[config.mk]
export PLATFORM = sky130hd
export DESIGN_NAME = region_attr_map
export DESIGN_NICKNAME = d
export VERILOG_FILES = /design/src/design/region_attr_pkg.sv /design/src/design/region_lookup_if.sv /design/src/design/region_attr_map.sv /design/src/design/region_lookup.sv
export VERILOG_INCLUDE_DIRS = /design/src /design/src/design
export SDC_FILE = /design/constraint.sdc
export NUM_CORES = 1
export LEC_CHECK = 0
export ABC_AREA = 1
export BUFFER_PORTS_ARGS = -buffer_cell sky130_fd_sc_hd__buf_2
export CORE_ASPECT_RATIO = 0.5
export CORE_MARGIN = 2
export CORE_UTILIZATION = 48
export DETAILED_ROUTE_END_ITERATION = 16
export MAX_ROUTING_LAYER = met4
export PLACE_DENSITY = 0.84
export SLEW_MARGIN = 15
export SYNTH_ARGS = -nofsm -noshare
export SYNTH_HDL_FRONTEND = slang
export SYNTH_HIERARCHICAL = 1
export SYNTH_SLANG_ARGS = --single-unit
[constraint.sdc]
create_clock -name ref_clk -period 1.93 [get_ports ref_clk]
set_input_delay 0.386 -clock ref_clk [delete_from_list [all_inputs] [get_ports ref_clk]]
set_output_delay 0.386 -clock ref_clk [all_outputs]
set_load 0.03 [all_outputs]
[src/design/region_attr_cfg.svh]
// Purpose: constants for the address-region attribute map
// Assumes: 32-bit addresses, sixteen regions
// Notes: values are fixed, not parameters
`ifndef REGION_ATTR_CFG_SVH
`define REGION_ATTR_CFG_SVH
`define ADDR_W 32
`define REGION_CNT 16
`define REGION_IDX_W 4
`define REGION_IDX_HI 31
`define REGION_IDX_LO 28
`define REGION_SIZE_MB 256
`define LMEM_KB_MIN 4
`define LMEM_KB_MAX 512
`define LMEM_KB_DATA_ONLY 48
`define LMEM_KB_W 10
`define ATTR_RESET 2'h0
`define ATTR_CACHE_BIT 1
`define ATTR_SIDE_BIT 0
`define INSTR_LMEM_KB_DEF 10'h040
`define DATA_LMEM_KB_DEF 10'h030
`define LMEM_REGION_DEF 4'hF
`endif

[src/design/region_attr_pkg.sv]
// Purpose: types for the address-region attribute map
// Assumes: region_attr_cfg.svh supplies the numbers
// Notes: types only
`include "region_attr_cfg.svh"
package region_attr_pkg;
  typedef struct packed {
    logic cacheable;
    logic side_effect;
  } attr_t;
  typedef enum logic [1:0] {
    mem_local,
    mem_rom,
    mem_ram,
    mem_io
  } mem_class_t;
  typedef enum {
    cfg_idle,
    cfg_load,
    cfg_run
  } cfg_state_t;
endpackage

[src/design/region_lookup_if.sv]
// Purpose: carries one access lookup between top and lookup unit
// Assumes: single clock
// Notes: modports for the requester and the lookup unit
`timescale 1ns/10ps
`default_nettype none
`include "region_attr_cfg.svh"
interface region_lookup_if;
  logic valid;
  logic is_store;
  logic speculative;
  logic [`ADDR_W-1:0] addr;
  logic [`REGION_IDX_W-1:0] region;
  logic cache_ok;
  logic issue_ok;
  logic merge_ok;
  logic rom_hit;
  modport req (output valid, is_store, speculative, addr,
    input region, cache_ok, issue_ok, merge_ok, rom_hit);
  modport unit (input valid, is_store, speculative, addr,
    output region, cache_ok, issue_ok, merge_ok, rom_hit);
endinterface
`default_nettype wire

[src/design/region_attr_map.sv]
// Purpose: per-region attribute store and access qualification
// Assumes: one fetch and one load/store lookup each cycle
// Notes: attributes written by a simple config port
`timescale 1ns/10ps
`default_nettype none
`include "region_attr_cfg.svh"
module region_attr_map (
  input wire logic ref_clk, // core clock
  input wire logic nrst, // async reset, active low
  input wire logic attr_we, // write one region's attributes
  input wire logic [`REGION_IDX_W-1:0] attr_region, // region to write
  input wire logic attr_cacheable, // new cacheable value
  input wire logic attr_side_effect, // new side-effect value
  input wire logic attr_rom, // region holds a system rom
  input wire logic [`REGION_IDX_W-1:0] lmem_region, // local memory region
  input wire logic [`LMEM_KB_W-1:0] instr_lmem_kb, // instr memory size
  input wire logic [`LMEM_KB_W-1:0] data_lmem_kb, // data memory size
  input wire logic fetch_valid, // fetch lookup
  input wire logic fetch_spec, // fetch is speculative
  input wire logic [`ADDR_W-1:0] fetch_addr, // fetch address
  input wire logic ls_valid, // load/store lookup
  input wire logic ls_store, // access is a store
  input wire logic ls_spec, // access is speculative
  input wire logic [`ADDR_W-1:0] ls_addr, // load/store address
  output logic fetch_cache_ok, // fetch may be cached
  output logic fetch_issue_ok, // fetch may go out now
  output logic fetch_local, // fetch hits local memory region
  output logic fetch_rom, // fetch hits system rom
  output logic ls_cache_ok, // access may be cached
  output logic ls_issue_ok, // access may go out now
  output logic ls_merge_ok, // store may merge
  output logic ls_local, // access hits local memory region
  output logic ls_rom, // access hits system rom
  output logic attr_illegal, // illegal pair was refused
  output logic map_conflict, // rom or cacheable mapped in local region
  output logic size_bad // local memory size not legal
);
  logic rst_meta;
  logic rst_n;
  logic [`REGION_CNT-1:0] cache_map;
  logic [`REGION_CNT-1:0] side_map;
  logic [`REGION_CNT-1:0] rom_map;
  logic [`REGION_IDX_W-1:0] lmem_reg;
  logic next_illegal;
  logic next_conflict;
  logic instr_size_ok;
  logic data_size_ok;
  logic next_fetch_local;
  logic next_ls_local;
  region_attr_pkg::attr_t next_attr;
  region_lookup_if fetch_if ();
  region_lookup_if ls_if ();

  always_ff @(posedge ref_clk or negedge nrst) begin
    if (!nrst) begin
      rst_meta <= 1'b0;
      rst_n <= 1'b0;
    end else begin
      rst_meta <= 1'b1;
      rst_n <= rst_meta;
    end
  end

  assign next_attr = {attr_cacheable, attr_side_effect};

  // refuse illegal pair
  // Refused whole, so a stray pair never half lands
  assign next_illegal = attr_we & next_attr.cacheable & next_attr.side_effect;

  // cacheable kept apart from side effect
  always_ff @(posedge ref_clk or negedge rst_n) begin
    if (!rst_n) begin
      cache_map <= '0;
    end else if (attr_we && !next_illegal) begin
      cache_map[attr_region] <= next_attr.cacheable;
    end
  end

  // side effect in its own store
  always_ff @(posedge ref_clk or negedge rst_n) begin
    if (!rst_n) begin
      side_map <= '0;
    end else if (attr_we && !next_illegal) begin
      side_map[attr_region] <= next_attr.side_effect;
    end
  end

  // rom regions serve fetch and data
  always_ff @(posedge ref_clk or negedge rst_n) begin
    if (!rst_n) begin
      rom_map <= '0;
    end else if (attr_we && !next_illegal) begin
      rom_map[attr_region] <= attr_rom;
    end
  end

  always_ff @(posedge ref_clk or negedge rst_n) begin
    if (!rst_n) begin
      attr_illegal <= 1'b0;
    end else if (attr_we) begin
      attr_illegal <= next_illegal;
    end
  end

  // Local region sampled every cycle after reset release, not under reset
  always_ff @(posedge ref_clk or negedge rst_n) begin
    if (!rst_n) begin
      lmem_reg <= `LMEM_REGION_DEF;
    end else begin
      lmem_reg <= lmem_region;
    end
  end

  // flag mixed classes
  // Cacheable there means bus memory shares the region
  always_comb begin
    next_conflict = rom_map[lmem_reg] | cache_map[lmem_reg];
  end

  always_ff @(posedge ref_clk or negedge rst_n) begin
    if (!rst_n) begin
      map_conflict <= 1'b0;
    end else begin
      map_conflict <= next_conflict;
    end
  end

  // Range and power of two, plus the data-only odd size
  function automatic logic size_legal(input logic [`LMEM_KB_W-1:0] kb, input logic data_side);
    logic in_range;
    logic pow2;
    logic ok;
    in_range = (kb >= `LMEM_KB_W'(`LMEM_KB_MIN)) && (kb <= `LMEM_KB_W'(`LMEM_KB_MAX));
    pow2 = ((kb & (kb - `LMEM_KB_W'(1))) == '0);
    ok = in_range && pow2;
    if (data_side && kb == `LMEM_KB_W'(`LMEM_KB_DATA_ONLY)) begin
      ok = 1'b1;
    end
    size_legal = ok;
  endfunction

  // build-time size check
  // Sizes are straps, so a bad one only raises a flag
  assign instr_size_ok = size_legal(instr_lmem_kb, 1'b0);
  assign data_size_ok = size_legal(data_lmem_kb, 1'b1);

  always_ff @(posedge ref_clk or negedge rst_n) begin
    if (!rst_n) begin
      size_bad <= 1'b0;
    end else begin
      size_bad <= !instr_size_ok || !data_size_ok;
    end
  end

  assign fetch_if.valid = fetch_valid;
  // Fetches never store, so they never merge
  assign fetch_if.is_store = 1'b0;
  assign fetch_if.speculative = fetch_spec;
  assign fetch_if.addr = fetch_addr;
  assign ls_if.valid = ls_valid;
  assign ls_if.is_store = ls_store;
  assign ls_if.speculative = ls_spec;
  assign ls_if.addr = ls_addr;

  // Two copies: fetch and load/store look up in one cycle
  region_lookup u_fetch (
    .lk(fetch_if),
    .cache_map(cache_map),
    .side_map(side_map),
    .rom_map(rom_map)
  );

  region_lookup u_ls (
    .lk(ls_if),
    .cache_map(cache_map),
    .side_map(side_map),
    .rom_map(rom_map)
  );

  // local hit against the registered local region
  assign next_fetch_local = fetch_valid & (fetch_if.region == lmem_reg);
  assign next_ls_local = ls_valid & (ls_if.region == lmem_reg);

  always_ff @(posedge ref_clk or negedge rst_n) begin
    if (!rst_n) begin
      fetch_cache_ok <= 1'b0;
      fetch_issue_ok <= 1'b0;
      fetch_local <= 1'b0;
      fetch_rom <= 1'b0;
    end else begin
      fetch_cache_ok <= fetch_if.cache_ok;
      fetch_issue_ok <= fetch_if.issue_ok;
      fetch_local <= next_fetch_local;
      fetch_rom <= fetch_if.rom_hit;
    end
  end

  always_ff @(posedge ref_clk or negedge rst_n) begin
    if (!rst_n) begin
      ls_cache_ok <= 1'b0;
      ls_issue_ok <= 1'b0;
      ls_merge_ok <= 1'b0;
      ls_local <= 1'b0;
      ls_rom <= 1'b0;
    end else begin
      ls_cache_ok <= ls_if.cache_ok;
      ls_issue_ok <= ls_if.issue_ok;
      ls_merge_ok <= ls_if.merge_ok;
      ls_local <= next_ls_local;
      ls_rom <= ls_if.rom_hit;
    end
  end
endmodule
`default_nettype wire

[src/design/region_lookup.sv]
// Purpose: decodes an access address to its region's permissions
// Assumes: attribute vectors stable while looked up
// Notes: purely combinational
`timescale 1ns/10ps
`default_nettype none
`include "region_attr_cfg.svh"
module region_lookup (
  region_lookup_if.unit lk, // lookup request and answer
  input wire logic [`REGION_CNT-1:0] cache_map, // cacheable per region
  input wire logic [`REGION_CNT-1:0] side_map, // side effect per region
  input wire logic [`REGION_CNT-1:0] rom_map // system rom per region
);
  logic cache_bit;
  logic side_bit;
  assign lk.region = lk.addr[`REGION_IDX_HI:`REGION_IDX_LO];
  assign cache_bit = cache_map[lk.region];
  assign side_bit = side_map[lk.region];
  assign lk.cache_ok = lk.valid & cache_bit & ~side_bit;
  assign lk.issue_ok = lk.valid & ~(side_bit & lk.speculative);
  assign lk.merge_ok = lk.valid & lk.is_store & ~side_bit;
  assign lk.rom_hit = lk.valid & rom_map[lk.region];
endmodule
`default_nettype wire

==> results of run 1 <==
[cell type report]
| type | count | area, um^2 |
|---|---|---|
| repair buffers | 66 | 390.4 |
| well taps | 112 | 140.1 |
| multi-input cells | 457 | 2014 |
| clock buffers | 14 | 264.0 |
| inverters | 58 | 227.7 |
| clock inverters | 2 | 35.03 |
| flip-flops and latches | 66 | 1658 |
| fillers | 748 | 3443 |
[layer usage]
metal,global-route usage,routed length [um],vias up
met5,-,0,-
met4,0.07755,163,0
met3,0.07456,1345,14
met2,0.3796,4997,226
met1,0.3336,4754,1917
li1,-,-,2005
[per-stage QoR]
step           total power, mW    util  cells  hold slack [ns]  instance area, um^2
6_report                 4.496  0.5787    775           0.1513                 4730
2_1_floorplan            2.548       -    609          0.09041                 4125
5_1_grt                  4.762  0.5787    775           0.1414                 4730
3_5_place_dp             2.856  0.5409    758           0.1788                 4420
3_3_place_gp             2.804  0.5409    758           0.1713                 4420
4_1_cts                  4.505  0.5787    775           0.1432                 4730
[worst paths after layout]
check	endpoint	slack, ns	cells past startpoint
setup / recovery	map_conflict	0.48	7
hold / removal	lmem_reg[1]	0.15	1
setup reg to reg	map_conflict	0.48	7
hold reg to reg	cache_map[3]	0.28	0
max in group asynchronous	cache_map[9]	1.09	1
min in group asynchronous	cache_map[3]	0.28	0
[where the power goes]
group / switching (mW) / leakage (nW) / internal, mW
clock: 0.559 / 0.147 / 1.07
combinational: 0.599 / 1.51 / 0.372
sequential: 0.264 / 0.824 / 1.63
==> results.txt, run 1 <==
* Post-Syn Area per Cell: 6.772 um^2
* Most frequent cells in the layout: 234 x nand2_1, 66 x nor2_1, 64 x o21ai_0
- Final Hold Viols: 0
* Critical path buffers and inverters: 1
* Synth warnings: 6
- Worst supply voltage drop on vdd: 0.5028 mV
* DRC violation count after routing: 0
- Final setup margin: 0.4771 ns
* Sinks on the clock net: 66
* Layout cells sized above 1: 0.1523
- Max FO, Critical Path: 9
* Number of port buffers: 58
* Global-route wire length before repair: 17950 um
- The detailed router placed 4162 vias in this run.
- Starting Density: 0.5046
* Total congestion overflow after global routing: 0
* Max Cap Violations: 0
* # IOs: 115
* Critical register-to-register path startpoint: lmem_reg[0]
- For the worst setup path, the data required time is 2.14 ns.
- The die covers 9394 um^2.
- After clock tree synthesis, the clock-pin slew on the worst setup and hold paths is 0.05 ns.
* Min-delay worst type: input pin to flip-flop
- For this block, the routed nets add up to 11260 um of wire.
* Post-detailed-route count of antenna-violating nets: 0
- Using the TritonRoute via totals, the vias-per-cell ratio works out to 5.370.
* Number of buffers inserted during clock tree synthesis: 9
- The worst pin sits at a relative slew slack of 0.5955.
- Detailed placement ended at an HPWL of 8036 um.
- At the worst endpoint, the arrival time is 1.67 ns.
- Ant. Diodes: 0
- Largest registers ranked by flip-flop count: cache_map: 16 flops, rom_map: 16 flops, side_map: 16 flops
* Worst-path cell with the longest stage delay: dfstp_2
* Final setup violation count: 0
- Die width: 135.1 um
* Measured slew at the worst slew-check pin: 0.6061 ns
* Static Leak: 2.481 nW
* Area of the placeable core: 8173 um^2
- STA classifies the critical path startpoint as a flip-flop.
- Initial antenna violation count: 0
- Counting along the longest clock path gives a buffer depth of 2.
- Iteration count of the initial detailed-routing pass: 7
- DP Worst Slack: 0.3846 ns
* Origin of the worst min-delay path: lmem_region[1]
* Clock tree from TritonCTS: done
- Post-cts repair resize count: 0
- The worst path needs 1.453 ns of the cycle, external delays included.
- The final-report max-slew violation count was 0.
- Cells after Synth: about 600
* Critical path's largest stage delay: 0.52 ns
- Outcome: completed
- In this run the vertical extent of the chip is 69.54 um.
- Timing would allow up to 688.3 MHz.
- The number of nets handed over by synthesis was 712.
- For this block, the initial DRC count from the detailed router was 578.
- For this design the ratio of total power to cell area is 950.7 nW/um^2.
- Ratio of final minimum period to clock period: 0.7528
* Post-CTS Repair Setup Buffers: 0
* H-tree levels: 3
- Global Route Usage Sum: 0.2533
- Cells along the critical path: inv_1, o21ai_0, nand2_1, a21oi_1, o21ai_0, nand3_1, nand2_1
* Core Rows: 23
- Critical path origin: lmem_reg[0]
- The library cell used most frequently in the layout, excluding fill and tap cells, is nand2_1.
- Post-synthesis to final-layout area growth: 14.68%
- Setup total negative slack on the finished layout was measured at 0 ns.
- In the final routed layout, each cell accounts on average for 14.53 um.
- The clock reaches the later pin of the worst-skew pair after 0.34 ns.
- Library cell used as clock root buffer: clkbuf_16
- Summing every instance area after synthesis gives 4124 um^2.
- The net count of the finished layout is around 760.
- Setup repair after global routing left no endpoint under its margin.
- The worst setup path is captured at a flip-flop.
- The number of global-route vias before repair came to ~3700.
* Final Wtd Congestion: 0.9873
- Post-CTS Hold Fix Bufs: 1
- Entering global routing, the biggest net connects 30 pins.
* Clock Skews: 0.007227 ns
* Cell family with most CP delay: flip-flops
* Type of the worst setup path: flip-flop to flip-flop
Note: power is estimated with default switching activity, not from simulation.
==> run 2: changes to the inputs <==
CORE_UTILIZATION = 53   (was 48)
PLACE_DENSITY = 0.88   (was 0.84)
clock period = 1.5 ns   (was 1.93 ns; I/O delays follow)
==> run 2 against run 1 <==
  * First-iteration DRC count shrank 3.1%
  * Count of clock-buffer cells in the layout fell by 1
  * Critical path type unchanged
  * Setup slack worse by 0.45 ns
==> results.txt, run 2 (synthesis gave the netlist of run 1 again) <==
- By startpoint and endpoint, the worst setup path is classified as flip-flop to flip-flop.
- Largest net degree at the start of global routing: 65
- Most frequent cells in the layout: 234 x nand2_1, 66 x nor2_1, 64 x o21ai_0
* Post-synthesis to final-layout area growth: 14.56%
- Slack of the worst reg-to-reg path: 0.02 ns
- After detailed placement, the design holds a cell count of 746.
- Largest registers ranked by flip-flop count: cache_map: 16 flops, rom_map: 16 flops, side_map: 16 flops
- The tree built by TritonCTS fans out to between 60 and 70 sinks.
* Most common cell after layout, fill and taps aside: nand2_1
* Initial antenna violation count: 0
- The first global-routing pass estimated about 19000 um of wire.
- FF-to-FF path depth: 6
- Die outline height: 66.38 um
- H-tree levels: 3
- CTS max path bufs: 2
* Number of port buffers: 58
- Static Leak: roughly 2.5 nW
- The die is approximately 130 um wide.
- Critical path origin: lmem_reg[0]
- Worst supply voltage drop on vdd: just under 0.6 mV
- Detailed-route via count: 4213
- Min-delay worst type: input pin to flip-flop
- Clock tree from TritonCTS: done
* Critical path buffers and inverters: 1
* Ant. Diodes: 0
- Clock transition at the register clock pins on the worst setup and hold paths after CTS: ~0.05 ns
- DRC violation count after routing: 0
* DRC marker count from the first detailed-route iteration: 560
* Post-detailed-route count of antenna-violating nets: 0
- Total congestion overflow after global routing: 0
* Vias per cell: 5.507
- Ratio of final minimum period to clock period: 0.9852
* Worst slack on hold paths: between 0.05 and 0.06 ns
- In this run the worst path has a maximum fanout of 13.
* Routed length per instance: 15.01 um
- The floorplan has 22 rows.
* Measured slew at the worst slew-check pin: 0.5601 ns
* Latest clock arrival within the worst-skew pair: 0.34 ns
- Library cell used as clock root buffer: clkbuf_16
- Nets@finish: between 700 and 800
- The number of clock buffers added by TritonCTS is 9.
- Worst-path cell with the longest stage delay: dfstp_2
- Hpwl dp: 7872 um
* Power per standard cell area: 1185 nW/um^2
* Cells along the critical path: buf_4, o21ai_0, o21a_1, o21ai_0, nand3_1, nand2_1
* Critical path required time: 1.77 ns
- In the final layout, the share of cells above drive strength 1 is 0.1614.
- The first TritonRoute pass finished after 7 iterations.
* Final Hold Viols: 0
- Max Freq: roughly 680 MHz
- Final Wtd Congestion: 0.9470
- In this run the tightest slew margin relative to its limit is 0.6262.
* Total power draw: 5.600 mW
* Starting Density: 0.5549
* Origin of the worst min-delay path: lmem_region[0]
* Worst Hold End: lmem_reg[0]
- Final setup violation count: 0
- In this run the critical register-to-register path is launched from lmem_reg[0].
- Max Cap Violations: 0
* Startpoint class of the critical path: flip-flop
- On the critical path the largest part of the delay comes from flip-flops.
* Number of cells in the finished layout apart from fillers: 765
* Post-detailed-routing wire length: 11480 um
- # IOs: 115
- Final setup margin: 0.02222 ns
- Vias in the first global route: 3902
- Across the routed clock network, the largest skew measured is 0.005791 ns.
* DP Worst Slack: 0.05152 ns
- The final-report max-slew violation count is 0.
* Overall die area: approximately 8500 um^2
- Counting I/O delays and the setup requirement, the final critical path takes approximately 1.5 ns.
* Outcome: completed
- Data on the critical path arrives at its endpoint at 1.75 ns.
- Critical path's largest stage delay: 0.55 ns
- Area of the placeable core: 7432 um^2
* Worst Hold Depth: 1
- Capturing point of the worst reg2reg path: map_conflict
- The cell that appears most often on the critical path is o21ai_0.
- Global Route Usage Sum: 0.2944
* Worst Setup End Kind: flip-flop
-- run 2: cell count changes in the layout (fill, tap and decap cells not counted) --
cell | previous run | this run
bufinv_16 | 1 | 0
inv_1 | 55 | 54
clkinv_2 | 1 | 3
clkbuf_8 | 2 | 1
buf_4 | 4 | 10
clkinvlp_4 | 0 | 1
-- run 2: routing by layer --
| metal | routed length [um] | track usage |
|---|---|---|
| met5 | 0 | - |
| met2 | 5004 | 0.4630 |
| met4 | 226 | 0.09103 |
| met1 | 4864 | 0.3694 |
| met3 | 1384 | 0.09061 |
-- run 2: worst max-delay path by stage --
stage                              end  slack [ns]  depth (start not counted)
after CTS                 map_conflict        0.09                          7
after detailed placement  side_map[13]        0.05                          7
final                     map_conflict        0.02                          6
after global placement    side_map[14]        0.09                          7
after global routing      map_conflict       -0.04                          7
after floorplan           map_conflict        0.32                          6
-- run 2: through the flow --
step	utilization	TNS, ns	area [um^2]
CTS	0.6332	0	4706
finish	0.6357	0	4725
global route	0.6357	-0.03562	4725
floorplan	-	0	4125
global placement	0.5961	0	4431
detailed placement	0.5961	0	4431
-- run 2: report_power, final --
part	leakage, nW	switching [mW]	internal, mW	total, mW
logic	1.53	0.799	0.490	1.29
clock network	0.133	0.724	1.15	1.88
registers	0.824	0.331	2.10	2.43
-- run 2: worst register-to-register path: cells and delay by family, from the launching register on --
kind | cells | cell delay, ns
flip-flops | 1 | 0.55
AO/OA/AOI/OAI | 3 | 0.48
buffers and inverters | 1 | 0.21
AND/OR/NAND/NOR | 2 | 0.18
-- run 2: cell type report --
cell class / instances / area (um^2)
fillers: 664 / 2708
multi-input cells: 457 / 2014
flip-flops and latches: 66 / 1658
repair buffers: 72 / 435.4
clock buffers: 13 / 250.2
inverters: 58 / 231.5
well taps: 96 / 120.1
clock inverters: 3 / 15.01
-- run 2: timing repair --
| item | CTS | global route |
|---|---|---|
| setup endpoints to repair | 0 | 1 |
| buffers inserted | 0 | 2 |
| hold endpoints to repair | 2 | 0 |
| gates resized for setup | 0 | 1 |
| hold buffers | 1 | 0 |
==> run 3: changes to the inputs <==
ABC_AREA = not set   (was 1)
CORE_UTILIZATION = 52   (was 53)
GPL_ROUTABILITY_DRIVEN = 0   (was not set)
HOLD_SLACK_MARGIN = 0.15   (was not set)
==> run 3 against run 2 <==
  * Critical endpoint unchanged
  * Sequential power grew 13%
  * Via count fell by 22%
  * Core utilization up 11 points
  * Critical path type unchanged
  * Clock skew is 0.0050 ns higher
  * Register-to-register slack worse by 0.36 ns
  * Non-clock buffer count rose by 46
  * Synthesized area decreased by 7.6%
  * The flow now finishes with violations (setup timing)
  * Die area is 5.6% lower
  * Fmax decreased by 20%
  * Synthesized cell count decreased by 54%
  * Sequential cell count unchanged
==> results.txt, run 3 <==
- Max FO, Critical Path: 8
- Post-detailed-routing wire length: between 10000 and 15000 um
- For this block, the via count after detailed routing is around 3300.
- Most common cell after layout, fill and taps aside: buf_2
- Total congestion overflow after global routing: 0
* CTS max path bufs: 2
* Min-delay worst type: input pin to flip-flop
* Global Route Usage Sum: 0.3391
* Max Freq: 544.6 MHz
- Setup repair after global routing could not meet its margin everywhere.
* Finished Core Util: 0.7470
* Critical path's largest stage delay: approximately 0.52 ns
- The number of clock buffers added by TritonCTS is 9.
- Placed inst area: 4443 um^2
* Worst path arrival time: about 2 ns
- Post-detailed-route count of antenna-violating nets: 0
* Top sig layer: met4
- Violations in the final reports: setup timing
* Largest registers ranked by flip-flop count: cache_map: 16 flops, rom_map: 16 flops, side_map: 16 flops
* Post-synthesis to final-layout area growth: 35.02%
* Largest net degree at the start of global routing: 65
- Die width: 125.0 um
- Synth warnings: 6
* Final Hold Viols: 0
- On the critical path, the stage with the largest delay is an instance of dfstp_4.
- Most frequent cells in the layout: 54 x buf_2, 48 x buf_4, 47 x dfrtp_1
- The filler cells instantiated in the layout total between 300 and 400.
* DRC marker count from the first detailed-route iteration: about 490
- Worst slack on hold paths: 0.1753 ns
- The run finished, with violations left.
- Layout cells sized above 1: 0.6684
* Overall die area: around 8000 um^2
- Of the available clock period, the critical path in the final layout requires 1.224.
* Number of nets produced by synthesis: 385
- For this run, design rule violations remaining after detail routing come to 0.
* Starting Density: 0.5533
- For this design the top-level I/O count stands at 115.
- Library cell used as clock root buffer: clkbuf_16
- In this run the vertical extent of the chip is 64.52 um.
- After layout, the worst setup slack is -0.3360 ns.
- In this run the core area contains 21 standard-cell rows.
* Sinks on the clock net: 66
* Post-Syn Area per Cell: between 10 and 15 um^2
- Setup violations remaining at the end of the flow were counted as 8.
- Traced cell by cell, the critical path runs through buf_12, nor3_4, a21oi_2, mux4_2, mux2_4.
- Met2 Routed Length: 5817 um
- The cell area that synthesis handed to floorplanning was 3809 um^2.
- The first detailed-routing pass ran for 5 iterations.
- After the last flow step, the layout net total stands at 493.
- The worst path in the final design needs a cycle of 1.836 ns, including I/O delays and setup.
- The worst setup path is launched from a flip-flop.
- Routed length per instance: 27.43 um
* Clock Skews: 0.01078 ns
- The first global-routing pass estimated 19440 um of wire.
- Synthesis handed over a netlist of between 200 and 300 instances.
- Summing internal, switching and leakage power gives 7.166 mW.
- The finished cells cover about 5100 um^2.
- Power spread over the standard cell area amounts to 1393 nW/um^2.
* Worst supply voltage drop on vdd: 0.7242 mV
- Worst Setup End Kind: flip-flop
* Met3 wire length: 1915 um
- Clock-pin slew was measured on the worst setup and hold paths at approximately 0.050 ns.
- For this block, wires on met1 add up to 4777 um.
- Vias in the first global route: 3409
- Across the run, the number of max-cap violations was 0.
* Number of port buffers: 58
* Hpwl dp: between 7000 and 8000 um
- The initial antenna violation count came to 0.
- Vias per cell: ~6.7
* Area of the placeable core: 6884 um^2
- Critical path required time: 1.72 ns
- Type of the worst setup path: flip-flop to flip-flop
- In this run the number of H-tree levels came out at 3.
- Final slew viol count: 0
- TritonCTS built the clock tree.
- Ant. Diodes: 0
- Static Leak: 2.229 nW
- Latest clock arrival within the worst-skew pair: ~0.34 ns
[run 3: cell types whose count changed in the layout (fill, tap and decap cells not counted), moves of 14 or more]
cell     previous run  this run
o21ai_0            64         4
nand3_1            48         4
nand2_1           234        15
buf_4              10        48
nor2_1             66        13
inv_1              54         6
mux4_2              0        28
dfrtp_1            61        47
dfrtp_2             1        15
mux2_2              0        46
[run 3: final cells by class]
type                    instances  area (um^2)  area share
clock buffers                   9        225.2     0.04380
clock inverters                 7        123.9     0.02409
repair buffers                118        845.8      0.1645
well taps                      92        115.1     0.02238
multi-input cells             189         2131      0.4144
inverters                       6        22.52    0.004380
flip-flops and latches         66         1679      0.3265
[run 3: repair_timing]
item                                    4_1_cts  5_1_grt
setup buffers                                 6        5
endpoints found under the setup margin        6       11
gates resized for setup                      51       25
hold endpoints to repair                      7        1
hold buffers                                  6        1
pin swaps                                     7        8
[run 3: path summary, 6_finish.rpt]
path | from | to | slack, ns | cells after the start
min reg2reg | rst_n | rom_map[7] | 0.28 | 1
max reg2reg | lmem_reg[0] | map_conflict | -0.34 | 5
max | lmem_reg[0] | map_conflict | -0.34 | 5
min in group asynchronous | rst_n | rom_map[7] | 0.28 | 1
max in group asynchronous | rst_n | lmem_reg[3] | 0.91 | 1
min | ls_store | ls_merge_ok | 0.18 | 3
[run 3: metrics by stage]
| stage | std cells | setup WS (ns) | TNS [ns] |
|---|---|---|---|
| 3_5_place_dp | 453 | -0.4441 | -9.165 |
| 6_report | 487 | -0.3360 | -1.352 |
| 4_1_cts | 481 | -0.2729 | -0.9717 |
| 5_1_grt | 487 | -0.3623 | -1.393 |
| 3_3_place_gp | 453 | -0.3926 | -7.280 |
| 2_1_floorplan | 282 | -0.1240 | -1.257 |
[run 3: critical path, delay by kind of cell (launching register included)]
kind	cells	cell delay [ns]
multiplexers	2	0.75
flip-flops	1	0.52
AND/OR/NAND/NOR	1	0.20
buffers and inverters	1	0.17
AO/OA/AOI/OAI	1	0.06
[run 3: power breakdown]
group | leakage [nW] | switching (mW) | internal (mW)
Sequential | 0.795 | 0.577 | 2.16
Combinational | 1.27 | 0.821 | 1.08
Clock | 0.167 | 0.892 | 1.64
[run 3: layer usage]
metal,global-route usage,vias up
met5,-,-
met1,0.3990,1591
li1,-,1271
met2,0.5061,321
met4,0.1806,0
met3,0.1404,93
